$ cat src/include/pcrs_map.vh
`ifndef PCRS_MAP_VH
`define PCRS_MAP_VH
// axi4-lite register byte addresses
`define PCRS_ADDR_STATUS 8'h00
`define PCRS_ADDR_PCL 8'h04
`define PCRS_ADDR_LATH 8'h08
`define PCRS_ADDR_LATU 8'h0c
`define PCRS_ADDR_TOP_ENTRY_LOW 8'h10
`define PCRS_ADDR_TOP_ENTRY_HIGH 8'h14
`define PCRS_ADDR_TOP_ENTRY_UPPER 8'h18
`define PCRS_ADDR_CFG 8'h1c
`define PCRS_ADDR_PC 8'h20
// stack pointer register fields
`define PCRS_FULL_BIT 7
`define PCRS_UNF_BIT 6
`define PCRS_SP_MSB 4
// vectors and constants
`define PCRS_RESET_VEC 21'h00_0000
`define PCRS_HIGH_VEC 21'h00_0008
`define PCRS_LOW_VEC 21'h00_0018
`define PCRS_PC_STEP 21'h00_0002
`define PCRS_SP_EMPTY 5'h00
`define PCRS_SP_LAST 5'h1f
`define PCRS_SP_ONE 5'h01
`define PCRS_DEPTH 32
`define PCRS_CFG_RESET 1'b1
`define PCRS_RESP_OKAY 2'b00
`define PCRS_RESP_SLVERR 2'b10
`endif

$ cat src/core/pcrs_core.v
`timescale 1ns/100ps
`include "pcrs_map.vh"
// Overview of operation
// [RQ1] 21-bit counter, 2-Mbyte space, unimplemented fetches return zero
// [RQ2] start at 0000h; vectors 0008h high, 0018h low
// [RQ3] counter as three bytes, upper bytes via latches
// [RQ4] low byte write loads both latches into counter
// [RQ5] low byte read copies upper bytes into latches
// [RQ6] bit 0 forced zero, fetch steps by two
// [RQ7] calls, jumps, branches load counter, ignore latches
// [RQ8] push on call/interrupt, pop on returns, latches untouched
// [RQ9] 31 entries of 21 bits, 5-bit pointer
// [RQ10] push increments then writes; pop reads then decrements
// [RQ11] every reset clears pointer; zero holds no entry
// [RQ12] top entry and pointer readable and writable
// [RQ13] fault reset on: 31st push stores, flags, resets
// [RQ14] fault reset off: pointer sticks at 31
// [RQ15] empty pop loads zero, flags underflow, pointer stays
// [RQ16] fault reset option gates device reset on faults
// [RQ17] flags cleared only by software zero or power-on
// [RQ18] software push stores counter; software pop only decrements
// [RQ19] full bit 7, underflow bit 6, bit 5 zero
// [RQ20] hidden shadow loaded on vectoring, restored by fast return
// [RQ21] fast call saves shadow, fast return restores it
// [RQ22] software masks interrupts around top entry access
// [RQ23] pointer writes take effect immediately
module pcrs_core (
  input wire aclk,
  input wire aresetn,
  input wire por_n,
  input wire stack_fault_reset_enable,
  input wire [20:0] prog_mem_limit,
  input wire fetch_advance,
  input wire [20:0] fetch_return_addr,
  input wire op_call,
  input wire op_fast,
  input wire op_jump,
  input wire [20:0] jump_target,
  input wire op_return,
  input wire op_literal_return,
  input wire op_interrupt_return,
  input wire op_sw_push,
  input wire op_sw_pop,
  input wire irq_ack,
  input wire irq_high,
  input wire [7:0] status_in,
  input wire [7:0] working_register_in,
  input wire [7:0] bank_select_register_in,
  input wire [15:0] fetch_data_in,
  output reg [15:0] fetch_data,
  output reg [20:0] pc,
  output reg [7:0] status_restore,
  output reg [7:0] working_restore,
  output reg [7:0] bank_restore,
  output reg restore_valid,
  output reg device_reset_req,
  input wire [7:0] s_axi_awaddr,
  input wire s_axi_awvalid,
  output wire s_axi_awready,
  input wire [31:0] s_axi_wdata,
  input wire [3:0] s_axi_wstrb,
  input wire s_axi_wvalid,
  output wire s_axi_wready,
  output reg [1:0] s_axi_bresp,
  output reg s_axi_bvalid,
  input wire s_axi_bready,
  input wire [7:0] s_axi_araddr,
  input wire s_axi_arvalid,
  output wire s_axi_arready,
  output reg [31:0] s_axi_rdata,
  output reg [1:0] s_axi_rresp,
  output reg s_axi_rvalid,
  input wire s_axi_rready
);

////////////////////////////////////////////////////////////////////////////////
// state
reg [20:0] stack_mem [0:`PCRS_DEPTH-1]; // [RQ9]
reg [4:0] stack_pointer_value;
reg stack_full_flag;
reg stack_underflow_flag;
reg [7:0] pc_high_holding_latch;
reg [4:0] pc_upper_holding_latch;
reg [7:0] shadow_status;
reg [7:0] shadow_working;
reg [7:0] shadow_bank;
reg [7:0] aw_addr;
reg aw_held;
reg [31:0] w_data;
reg [3:0] w_strb;
reg w_held;
reg fault_pending;
reg fault_en_meta;
reg fault_en_mid;
reg fault_en_late;
reg fault_enable;
reg [31:0] rd_value;
reg rd_bad;

// entry zero is never written, so pointer zero must read as zero, not as an unwritten word
wire [20:0] top_entry = (stack_pointer_value == `PCRS_SP_EMPTY) ? 21'h00_0000 :
  stack_mem[stack_pointer_value];
wire [7:0] pc_low_byte = pc[7:0];
wire [7:0] pc_high_byte = pc[15:8];
wire [4:0] pc_upper_byte = pc[20:16];

////////////////////////////////////////////////////////////////////////////////
// axi4-lite handshake
assign s_axi_awready = !aw_held && !s_axi_bvalid;
assign s_axi_wready = !w_held && !s_axi_bvalid;
assign s_axi_arready = !s_axi_rvalid;
wire wr_go = aw_held && w_held && !s_axi_bvalid;
wire rd_go = s_axi_arvalid && s_axi_arready;
wire wr_lo = wr_go && w_strb[0];
wire wr_status = wr_lo && aw_addr == `PCRS_ADDR_STATUS;
wire wr_pcl = wr_lo && aw_addr == `PCRS_ADDR_PCL;
wire wr_lath = wr_lo && aw_addr == `PCRS_ADDR_LATH;
wire wr_latu = wr_lo && aw_addr == `PCRS_ADDR_LATU;
wire wr_top_entry_low = wr_lo && aw_addr == `PCRS_ADDR_TOP_ENTRY_LOW;
wire wr_top_entry_high = wr_lo && aw_addr == `PCRS_ADDR_TOP_ENTRY_HIGH;
wire wr_top_entry_upper = wr_lo && aw_addr == `PCRS_ADDR_TOP_ENTRY_UPPER;
wire wr_tos = wr_top_entry_low || wr_top_entry_high || wr_top_entry_upper;
wire rd_pcl = rd_go && s_axi_araddr == `PCRS_ADDR_PCL;

function wr_known;
  input [7:0] a;
  begin
    wr_known = a <= `PCRS_ADDR_CFG && a[1:0] == 2'b00;
  end
endfunction

////////////////////////////////////////////////////////////////////////////////
// stack operations
wire push_req = op_call || irq_ack || op_sw_push; // [RQ8]
wire pop_req = op_return || op_literal_return || op_interrupt_return; // [RQ8]
wire stack_empty = stack_pointer_value == `PCRS_SP_EMPTY;
wire stack_at_top = stack_pointer_value == `PCRS_SP_LAST;
wire [4:0] sp_inc = stack_pointer_value + `PCRS_SP_ONE;
wire push_will_fill = sp_inc == `PCRS_SP_LAST;
// sw push stores the current counter; call/interrupt store the next instruction
wire [20:0] push_value = op_sw_push ? pc : fetch_return_addr; // [RQ18]

always @(posedge aclk) begin
  if (!aresetn) begin
    stack_pointer_value <= `PCRS_SP_EMPTY; // [RQ11]
    pc <= `PCRS_RESET_VEC; // [RQ2]
    pc_high_holding_latch <= 8'h00;
    pc_upper_holding_latch <= 5'h00;
    device_reset_req <= 1'b0;
    fault_pending <= 1'b0;
    restore_valid <= 1'b0;
    status_restore <= 8'h00;
    working_restore <= 8'h00;
    bank_restore <= 8'h00;
  end else if (fault_pending) begin
    // flag is already set; reset follows, pointer cleared
    device_reset_req <= 1'b1; // [RQ16]
    stack_pointer_value <= `PCRS_SP_EMPTY; // [RQ13]
    pc <= `PCRS_RESET_VEC;
    fault_pending <= 1'b0;
    restore_valid <= 1'b0;
  end else begin
    device_reset_req <= 1'b0;
    restore_valid <= 1'b0;
    if (irq_ack) begin
      pc <= irq_high ? `PCRS_HIGH_VEC : `PCRS_LOW_VEC; // [RQ2]
    end else if (op_call || op_jump) begin
      pc <= {jump_target[20:1], 1'b0}; // [RQ7]
    end else if (pop_req) begin
      pc <= stack_empty ? `PCRS_RESET_VEC : {top_entry[20:1], 1'b0}; // [RQ15]
    end else if (wr_pcl) begin
      pc <= {pc_upper_holding_latch, pc_high_holding_latch, w_data[7:1], 1'b0}; // [RQ4]
    end else if (fetch_advance) begin
      pc <= pc + `PCRS_PC_STEP; // [RQ6]
    end
    if (push_req) begin
      if (!stack_at_top) begin
        stack_pointer_value <= sp_inc; // [RQ10]
      end
      if (push_will_fill && fault_enable) begin
        fault_pending <= 1'b1; // [RQ13]
      end
    end else if (pop_req || op_sw_pop) begin
      if (!stack_empty) begin
        stack_pointer_value <= stack_pointer_value - `PCRS_SP_ONE; // [RQ10]
      end else if (pop_req && fault_enable) begin
        fault_pending <= 1'b1; // [RQ16]
      end
    end else if (wr_status) begin
      stack_pointer_value <= w_data[`PCRS_SP_MSB:0]; // [RQ23]
    end
    if (rd_pcl) begin
      pc_high_holding_latch <= pc_high_byte; // [RQ5]
      pc_upper_holding_latch <= pc_upper_byte; // [RQ5]
    end else if (wr_lath) begin
      pc_high_holding_latch <= w_data[7:0]; // [RQ3]
    end else if (wr_latu) begin
      pc_upper_holding_latch <= w_data[4:0]; // [RQ3]
    end
    if (op_interrupt_return && op_fast || op_return && op_fast) begin
      status_restore <= shadow_status; // [RQ20]
      working_restore <= shadow_working; // [RQ21]
      bank_restore <= shadow_bank;
      restore_valid <= 1'b1;
    end
  end
end

// stack storage: entry 0 is never written, so it holds no value
always @(posedge aclk) begin
  if (push_req && !stack_at_top && !fault_pending && aresetn) begin
    stack_mem[sp_inc] <= push_value; // [RQ10] [RQ14]
  end else if (wr_tos && !stack_empty && !fault_pending && aresetn) begin
    if (wr_top_entry_low) begin
      stack_mem[stack_pointer_value] <= {top_entry[20:8], w_data[7:0]}; // [RQ12]
    end else if (wr_top_entry_high) begin
      stack_mem[stack_pointer_value] <= {top_entry[20:16], w_data[7:0],
        top_entry[7:0]}; // [RQ12]
    end else begin
      stack_mem[stack_pointer_value] <= {w_data[4:0], top_entry[15:0]}; // [RQ12]
    end
  end
end

////////////////////////////////////////////////////////////////////////////////
// flags survive device reset; only power-on or software zero clears them
always @(posedge aclk) begin
  if (!por_n) begin
    stack_full_flag <= 1'b0; // [RQ17]
    stack_underflow_flag <= 1'b0; // [RQ17]
  end else begin
    // set beats a simultaneous software clear
    if (push_req && (push_will_fill || stack_at_top) && aresetn && !fault_pending) begin
      stack_full_flag <= 1'b1; // [RQ13] [RQ14]
    end else if (wr_status && !w_data[`PCRS_FULL_BIT]) begin
      stack_full_flag <= 1'b0; // [RQ17]
    end
    if (!push_req && pop_req && stack_empty && aresetn && !fault_pending) begin
      stack_underflow_flag <= 1'b1; // [RQ15]
    end else if (wr_status && !w_data[`PCRS_UNF_BIT]) begin
      stack_underflow_flag <= 1'b0; // [RQ17]
    end
  end
end

// shadow is hidden from software
always @(posedge aclk) begin
  if (!aresetn) begin
    shadow_status <= 8'h00;
    shadow_working <= 8'h00;
    shadow_bank <= 8'h00;
  end else if (irq_ack || (op_call && op_fast)) begin
    shadow_status <= status_in; // [RQ20] [RQ21]
    shadow_working <= working_register_in;
    shadow_bank <= bank_select_register_in;
  end
end

////////////////////////////////////////////////////////////////////////////////
// fault option comes from configuration outside this clock; three stages,
// and a change only counts once the last two agree, so a one-clock glitch is never seen
always @(posedge aclk) begin
  if (!aresetn) begin
    fault_en_meta <= `PCRS_CFG_RESET;
    fault_en_mid <= `PCRS_CFG_RESET;
    fault_en_late <= `PCRS_CFG_RESET;
    fault_enable <= `PCRS_CFG_RESET;
  end else begin
    fault_en_meta <= stack_fault_reset_enable;
    fault_en_mid <= fault_en_meta;
    fault_en_late <= fault_en_mid;
    if (fault_en_mid == fault_en_late) begin
      fault_enable <= fault_en_late; // [RQ16]
    end
  end
end

// fetch beyond the implemented memory decodes as a no-operation
always @(posedge aclk) begin
  if (!aresetn) begin
    fetch_data <= 16'h0000;
  end else begin
    fetch_data <= (pc > prog_mem_limit) ? 16'h0000 : fetch_data_in; // [RQ1]
  end
end

////////////////////////////////////////////////////////////////////////////////
// axi4-lite write path
always @(posedge aclk) begin
  if (!aresetn) begin
    aw_held <= 1'b0;
    w_held <= 1'b0;
    aw_addr <= 8'h00;
    w_data <= 32'h0000_0000;
    w_strb <= 4'h0;
    s_axi_bvalid <= 1'b0;
    s_axi_bresp <= `PCRS_RESP_OKAY;
  end else begin
    if (s_axi_awvalid && s_axi_awready) begin
      aw_held <= 1'b1;
      aw_addr <= s_axi_awaddr;
    end
    if (s_axi_wvalid && s_axi_wready) begin
      w_held <= 1'b1;
      w_data <= s_axi_wdata;
      w_strb <= s_axi_wstrb;
    end
    if (wr_go) begin
      aw_held <= 1'b0;
      w_held <= 1'b0;
      s_axi_bvalid <= 1'b1;
      s_axi_bresp <= wr_known(aw_addr) ? `PCRS_RESP_OKAY : `PCRS_RESP_SLVERR;
    end else if (s_axi_bvalid && s_axi_bready) begin
      s_axi_bvalid <= 1'b0;
    end
  end
end

////////////////////////////////////////////////////////////////////////////////
// axi4-lite read path
// read word is chosen combinationally, then registered, so rdata never glitches
always @* begin
  rd_value = 32'h0000_0000;
  rd_bad = 1'b0;
  case (s_axi_araddr)
    `PCRS_ADDR_STATUS: begin
      rd_value = {24'h00_0000, stack_full_flag, stack_underflow_flag, 1'b0,
        stack_pointer_value}; // [RQ19]
    end
    `PCRS_ADDR_PCL: begin
      rd_value = {24'h00_0000, pc_low_byte};
    end
    `PCRS_ADDR_LATH: begin
      rd_value = {24'h00_0000, pc_high_holding_latch};
    end
    `PCRS_ADDR_LATU: begin
      rd_value = {27'h000_0000, pc_upper_holding_latch};
    end
    `PCRS_ADDR_TOP_ENTRY_LOW: begin
      rd_value = {24'h00_0000, top_entry[7:0]}; // [RQ12]
    end
    `PCRS_ADDR_TOP_ENTRY_HIGH: begin
      rd_value = {24'h00_0000, top_entry[15:8]};
    end
    `PCRS_ADDR_TOP_ENTRY_UPPER: begin
      rd_value = {27'h000_0000, top_entry[20:16]};
    end
    `PCRS_ADDR_CFG: begin
      rd_value = {31'h0000_0000, fault_enable};
    end
    default: begin
      rd_bad = 1'b1;
    end
  endcase
end

always @(posedge aclk) begin
  if (!aresetn) begin
    s_axi_rvalid <= 1'b0;
    s_axi_rdata <= 32'h0000_0000;
    s_axi_rresp <= `PCRS_RESP_OKAY;
  end else if (rd_go) begin
    s_axi_rvalid <= 1'b1;
    s_axi_rdata <= rd_value;
    s_axi_rresp <= rd_bad ? `PCRS_RESP_SLVERR : `PCRS_RESP_OKAY;
  end else if (s_axi_rvalid && s_axi_rready) begin
    s_axi_rvalid <= 1'b0;
  end
end

endmodule

$ cat config.mk
export PLATFORM = sky130hd
export DESIGN_NAME = pcrs_core
export DESIGN_NICKNAME = d
export VERILOG_FILES = /design/src/core/pcrs_core.v
export VERILOG_INCLUDE_DIRS = /design/src /design/src/include
export SDC_FILE = /design/constraint.sdc
export NUM_CORES = 1
export LEC_CHECK = 0
export BUFFER_PORTS_ARGS = -buffer_cell sky130_fd_sc_hd__buf_2
export CORE_ASPECT_RATIO = 0.75
export CORE_MARGIN = 1
export CORE_UTILIZATION = 56
export CTS_CLUSTER_DIAMETER = 40
export DETAILED_ROUTE_END_ITERATION = 8
export PLACE_DENSITY = 0.74
export SKIP_CTS_REPAIR_TIMING = 1
export SYNTH_ARGS = -nofsm -noshare
export SYNTH_HDL_FRONTEND = slang
export SYNTH_SLANG_ARGS = --single-unit
$ cat constraint.sdc
create_clock -name aclk -period 6.1 [get_ports aclk]
set_clock_uncertainty 0.2 [all_clocks]
set_input_delay 0.305 -clock aclk [delete_from_list [all_inputs] [get_ports aclk]]
set_output_delay 0.305 -clock aclk [all_outputs]
set_load 0.02 [all_outputs]
==> metrics.md <==
| Metric | Value |
|---|---|
| Biggest regs | `stack_mem: 672 flops, pc: 20 flops, fetch_data: 16 flops` |
| Fin area | `40400 sq um` |
| Pwr dens | `332 nW/um^2` |
| Ys async rst share | `0` |
| Largest net degree at the start of global routing | `102` |
| Vias in the first global route | `20894` |
| Most frequent cells after synthesis | `edfxtp_1, nand2_1, mux4_2` |
| Xor and xnor area share after synthesis | `0.00533` |
| Achievable frequency | `195 MHz` |
| Initial antenna violation count | `1` |
| Layout cell share with drive strength beyond 1 | `0.269` |
| GR Util All Layers | `0.319` |
| Clock latency on the worst-skew pair | `660 ps` |
| Initial Util | `0.566` |
| Setup Viol. Count Final | `0` |
| GRT overflow | `0` |
| Overall power | `0.0134 W` |
| WHS Path Cells | `4` |
| Final Slew Violations | `0` |
| Mapped Cells | `2178` |
| Die Span X | `288 um` |
| Worst hold start | `s_axi_wvalid` |
| NumNets Final | `2730` |
| Routability cong. | `1.01` |
| RSZ-0062 raised after global routing | `false` |
| Crit path arrival time | `5260 ps` |
| Inst Count DP | `3158` |
| Root buffer cell | `clkbuf_16` |
| Largest family of logic cells by synthesized area | `multiplexers` |
| Maximum fanout along the worst path | `26` |
| Iteration-0 DRC Markers | `3470` |
| Maximum vdd ir drop | `0.293 mV` |
| Maxcap violations | `1` |
| Clk sinks | `819` |
| Area Growth Syn to Fin | `17.9%` |
| Largest stage delay, worst path | `880 ps` |
| Cell area after synthesis | `34300 sq um` |
| Dpl hpwl | `62300 um` |
| Number of synthesized flops with an enable pin | `672` |
| Fin cells | `3398` |
| Violated checks | `design-rule violations, max-capacitance violations` |
| FF+latch count, synth | `819` |
| Top reg by flops | `stack_mem` |
| Area fraction in compound gates after synthesis | `0.0725` |
| Drt wl/cell | `30.0 um` |
| Synth Area in Adders | `0.00950` |
| LEAKAGE | `14.1 nW` |
| Antenna viol nets, final | `0` |
| Clk slew on worst S/H paths | `60 ps` |
| Row Count | `78` |
| Setup TNS | `0 ps` |
| H-tree levels | `3` |
| WL final | `102000 um` |
| # DRC | `4` |
| Worst Path Buf+Inv | `3` |
| Max reg flops | `672` |
| Synth warn | `0` |
| Slew margin rel. | `0.0112` |
| Slew @ Worst Pin | `1470 ps` |
| Worst path required time | `6240 ps` |
| Sequential area share after synthesis | `0.675` |
| Main synth FF type | `edfxtp_1` |
| Slowest CP cell | `nor2_2` |
| CTS tree | `yes` |
| Die height | `216 um` |
| Die Area | `62200 sq um` |
| Startpoint types | `flip-flop` |
| Final Hold Violating Endpoints | `0` |
| Syn Area/Cell | `15.7 sq um` |
| Mux contribution to synthesized area | `0.141` |
| R2R Setup Slk | `980 ps` |
| Outcome | `finished, violations left` |
| Top-count cell post-synth | `edfxtp_1` |
| Worst R2R Start | `stack_pointer_value[0]` |
| Drt first pass iters | `8` |
| I/O Pins | `279` |
| First-pass GRT wire length | `142000 um` |
| Biggest area consumer among synthesized cells | `edfxtp_1` |
| Via-to-Cell Ratio | `6.63` |
| Via count | `22533` |
| Post-route minimum period | `5120 ps` |
| Final Cycle Share | `0.840` |
| CP endpoint kind | `flip-flop` |
| Top cell type's share of synthesized area | `0.589` |
| Critical R2R Capture | `stack_mem[5][13]` |
| Simple-gate share of the synthesized area | `0.0689` |
| Reg2Reg Depth | `10` |
| Core area | `60500 sq um` |
| CTS Buf Count | `87` |
| WHS Endpoint | `w_data[0]` |
| Critical path's top delay family | `simple AND/OR/NAND/NOR gates` |
| Critical path, cell by cell | `inv_1 > ha_1 > nor4b_4 > a2111oi_0 > nand3_2 > buf_4 > o22ai_1 > o21ai_2 > nor2_2 > buf_12` |
| Hold_ws | `9.30 ps` |
| Critical path class | `reg -> reg` |
| Placed cell area | `36600 sq um` |
| Count of cell types in the netlist | `75` |
| Min-Delay Path Class | `in -> reg` |
| Max clock buf depth | `3` |
| Synth top area cells | `edfxtp_1, mux4_2, dfxtp_1` |
| Port-buffer cells | `223` |
final cells by class:
class	count	area [sq um]
multi-input combinational	1198	10500
fill	3967	20100
sequential	819	23100
antenna	1	2.50
clock buffer	98	2220
clock inverter	59	704
tap	800	1000
timing repair buffer	391	2700
inverter	32	120
per-layer routing:
| metal | vias to the layer above | GRT usage | wire, um |
|---|---|---|---|
| li1 | 9239 | - | - |
| met1 | 11429 | 0.477 | 39900 |
| met2 | 1591 | 0.462 | 45800 |
| met3 | 268 | 0.0816 | 12600 |
| met4 | 6 | 0.0927 | 3510 |
| met5 | - | 0.0172 | 175 |
worst max path at each step:
| stage | startpoint | to | slack (ps) | cells after the start |
|---|---|---|---|---|
| finish | stack_pointer_value[0] | stack_mem[5][13] | 980 | 10 |
| global route | stack_pointer_value[0] | stack_mem[5][13] | 730 | 10 |
| CTS | stack_pointer_value[0] | stack_mem[5][13] | 1150 | 10 |
| detailed placement | stack_pointer_value[0] | stack_mem[5][20] | 1180 | 10 |
| global placement | stack_pointer_value[0] | stack_mem[5][20] | 1420 | 10 |
| floorplan | stack_pointer_value[0] | stack_mem[28][0] | 1430 | 10 |
power by group:
group / total [W] / leakage, nW / internal (W) / switching, W
Clock: 0.00536 / 1.40 / 0.00294 / 0.00242
Combinational: 0.00166 / 5.36 / 0.000632 / 0.00103
Sequential: 0.00641 / 7.34 / 0.00625 / 0.000155
kinds of logic after synthesis:
| kind of cell | after synthesis |
|---|---|
| and+or+nand+nor | 503 |
| AOI/OAI and AO/OA | 353 |
| other | 1 |
| DFF | 819 |
| muxes | 269 |
| xor gates and xnor gates | 20 |
| adders and majority gates | 26 |
| buffers and inverters | 187 |
per-stage QoR:
step / util / setup slack [ps]
3_3_place_gp: 0.605 / 1420
2_1_floorplan: - / 1430
3_5_place_dp: 0.605 / 1180
4_1_cts: 0.654 / 1150
5_1_grt: 0.668 / 729
6_report: 0.668 / 975
layout by cell type (no fill, tap or decap), types with 69 or more instances in the layout:
cell type / count
clkbuf_16: 87
buf_4: 77
buf_2: 223
edfxtp_1: 672
nor2_1: 69
dlygate4sd3_1: 82
nand2_1: 214
mux2i_1: 89
mux4_2: 169
dfxtp_1: 143
worst reg2reg max path, stage by stage (launching register included):
cell	delay [ps]
dfxtp_1	490
inv_1	230
ha_1	280
nor4b_4	140
a2111oi_0	840
nand3_2	630
buf_4	470
o22ai_1	190
o21ai_2	200
nor2_2	880
buf_12	280
No activity file was read; power rests on OpenSTA's default activity.
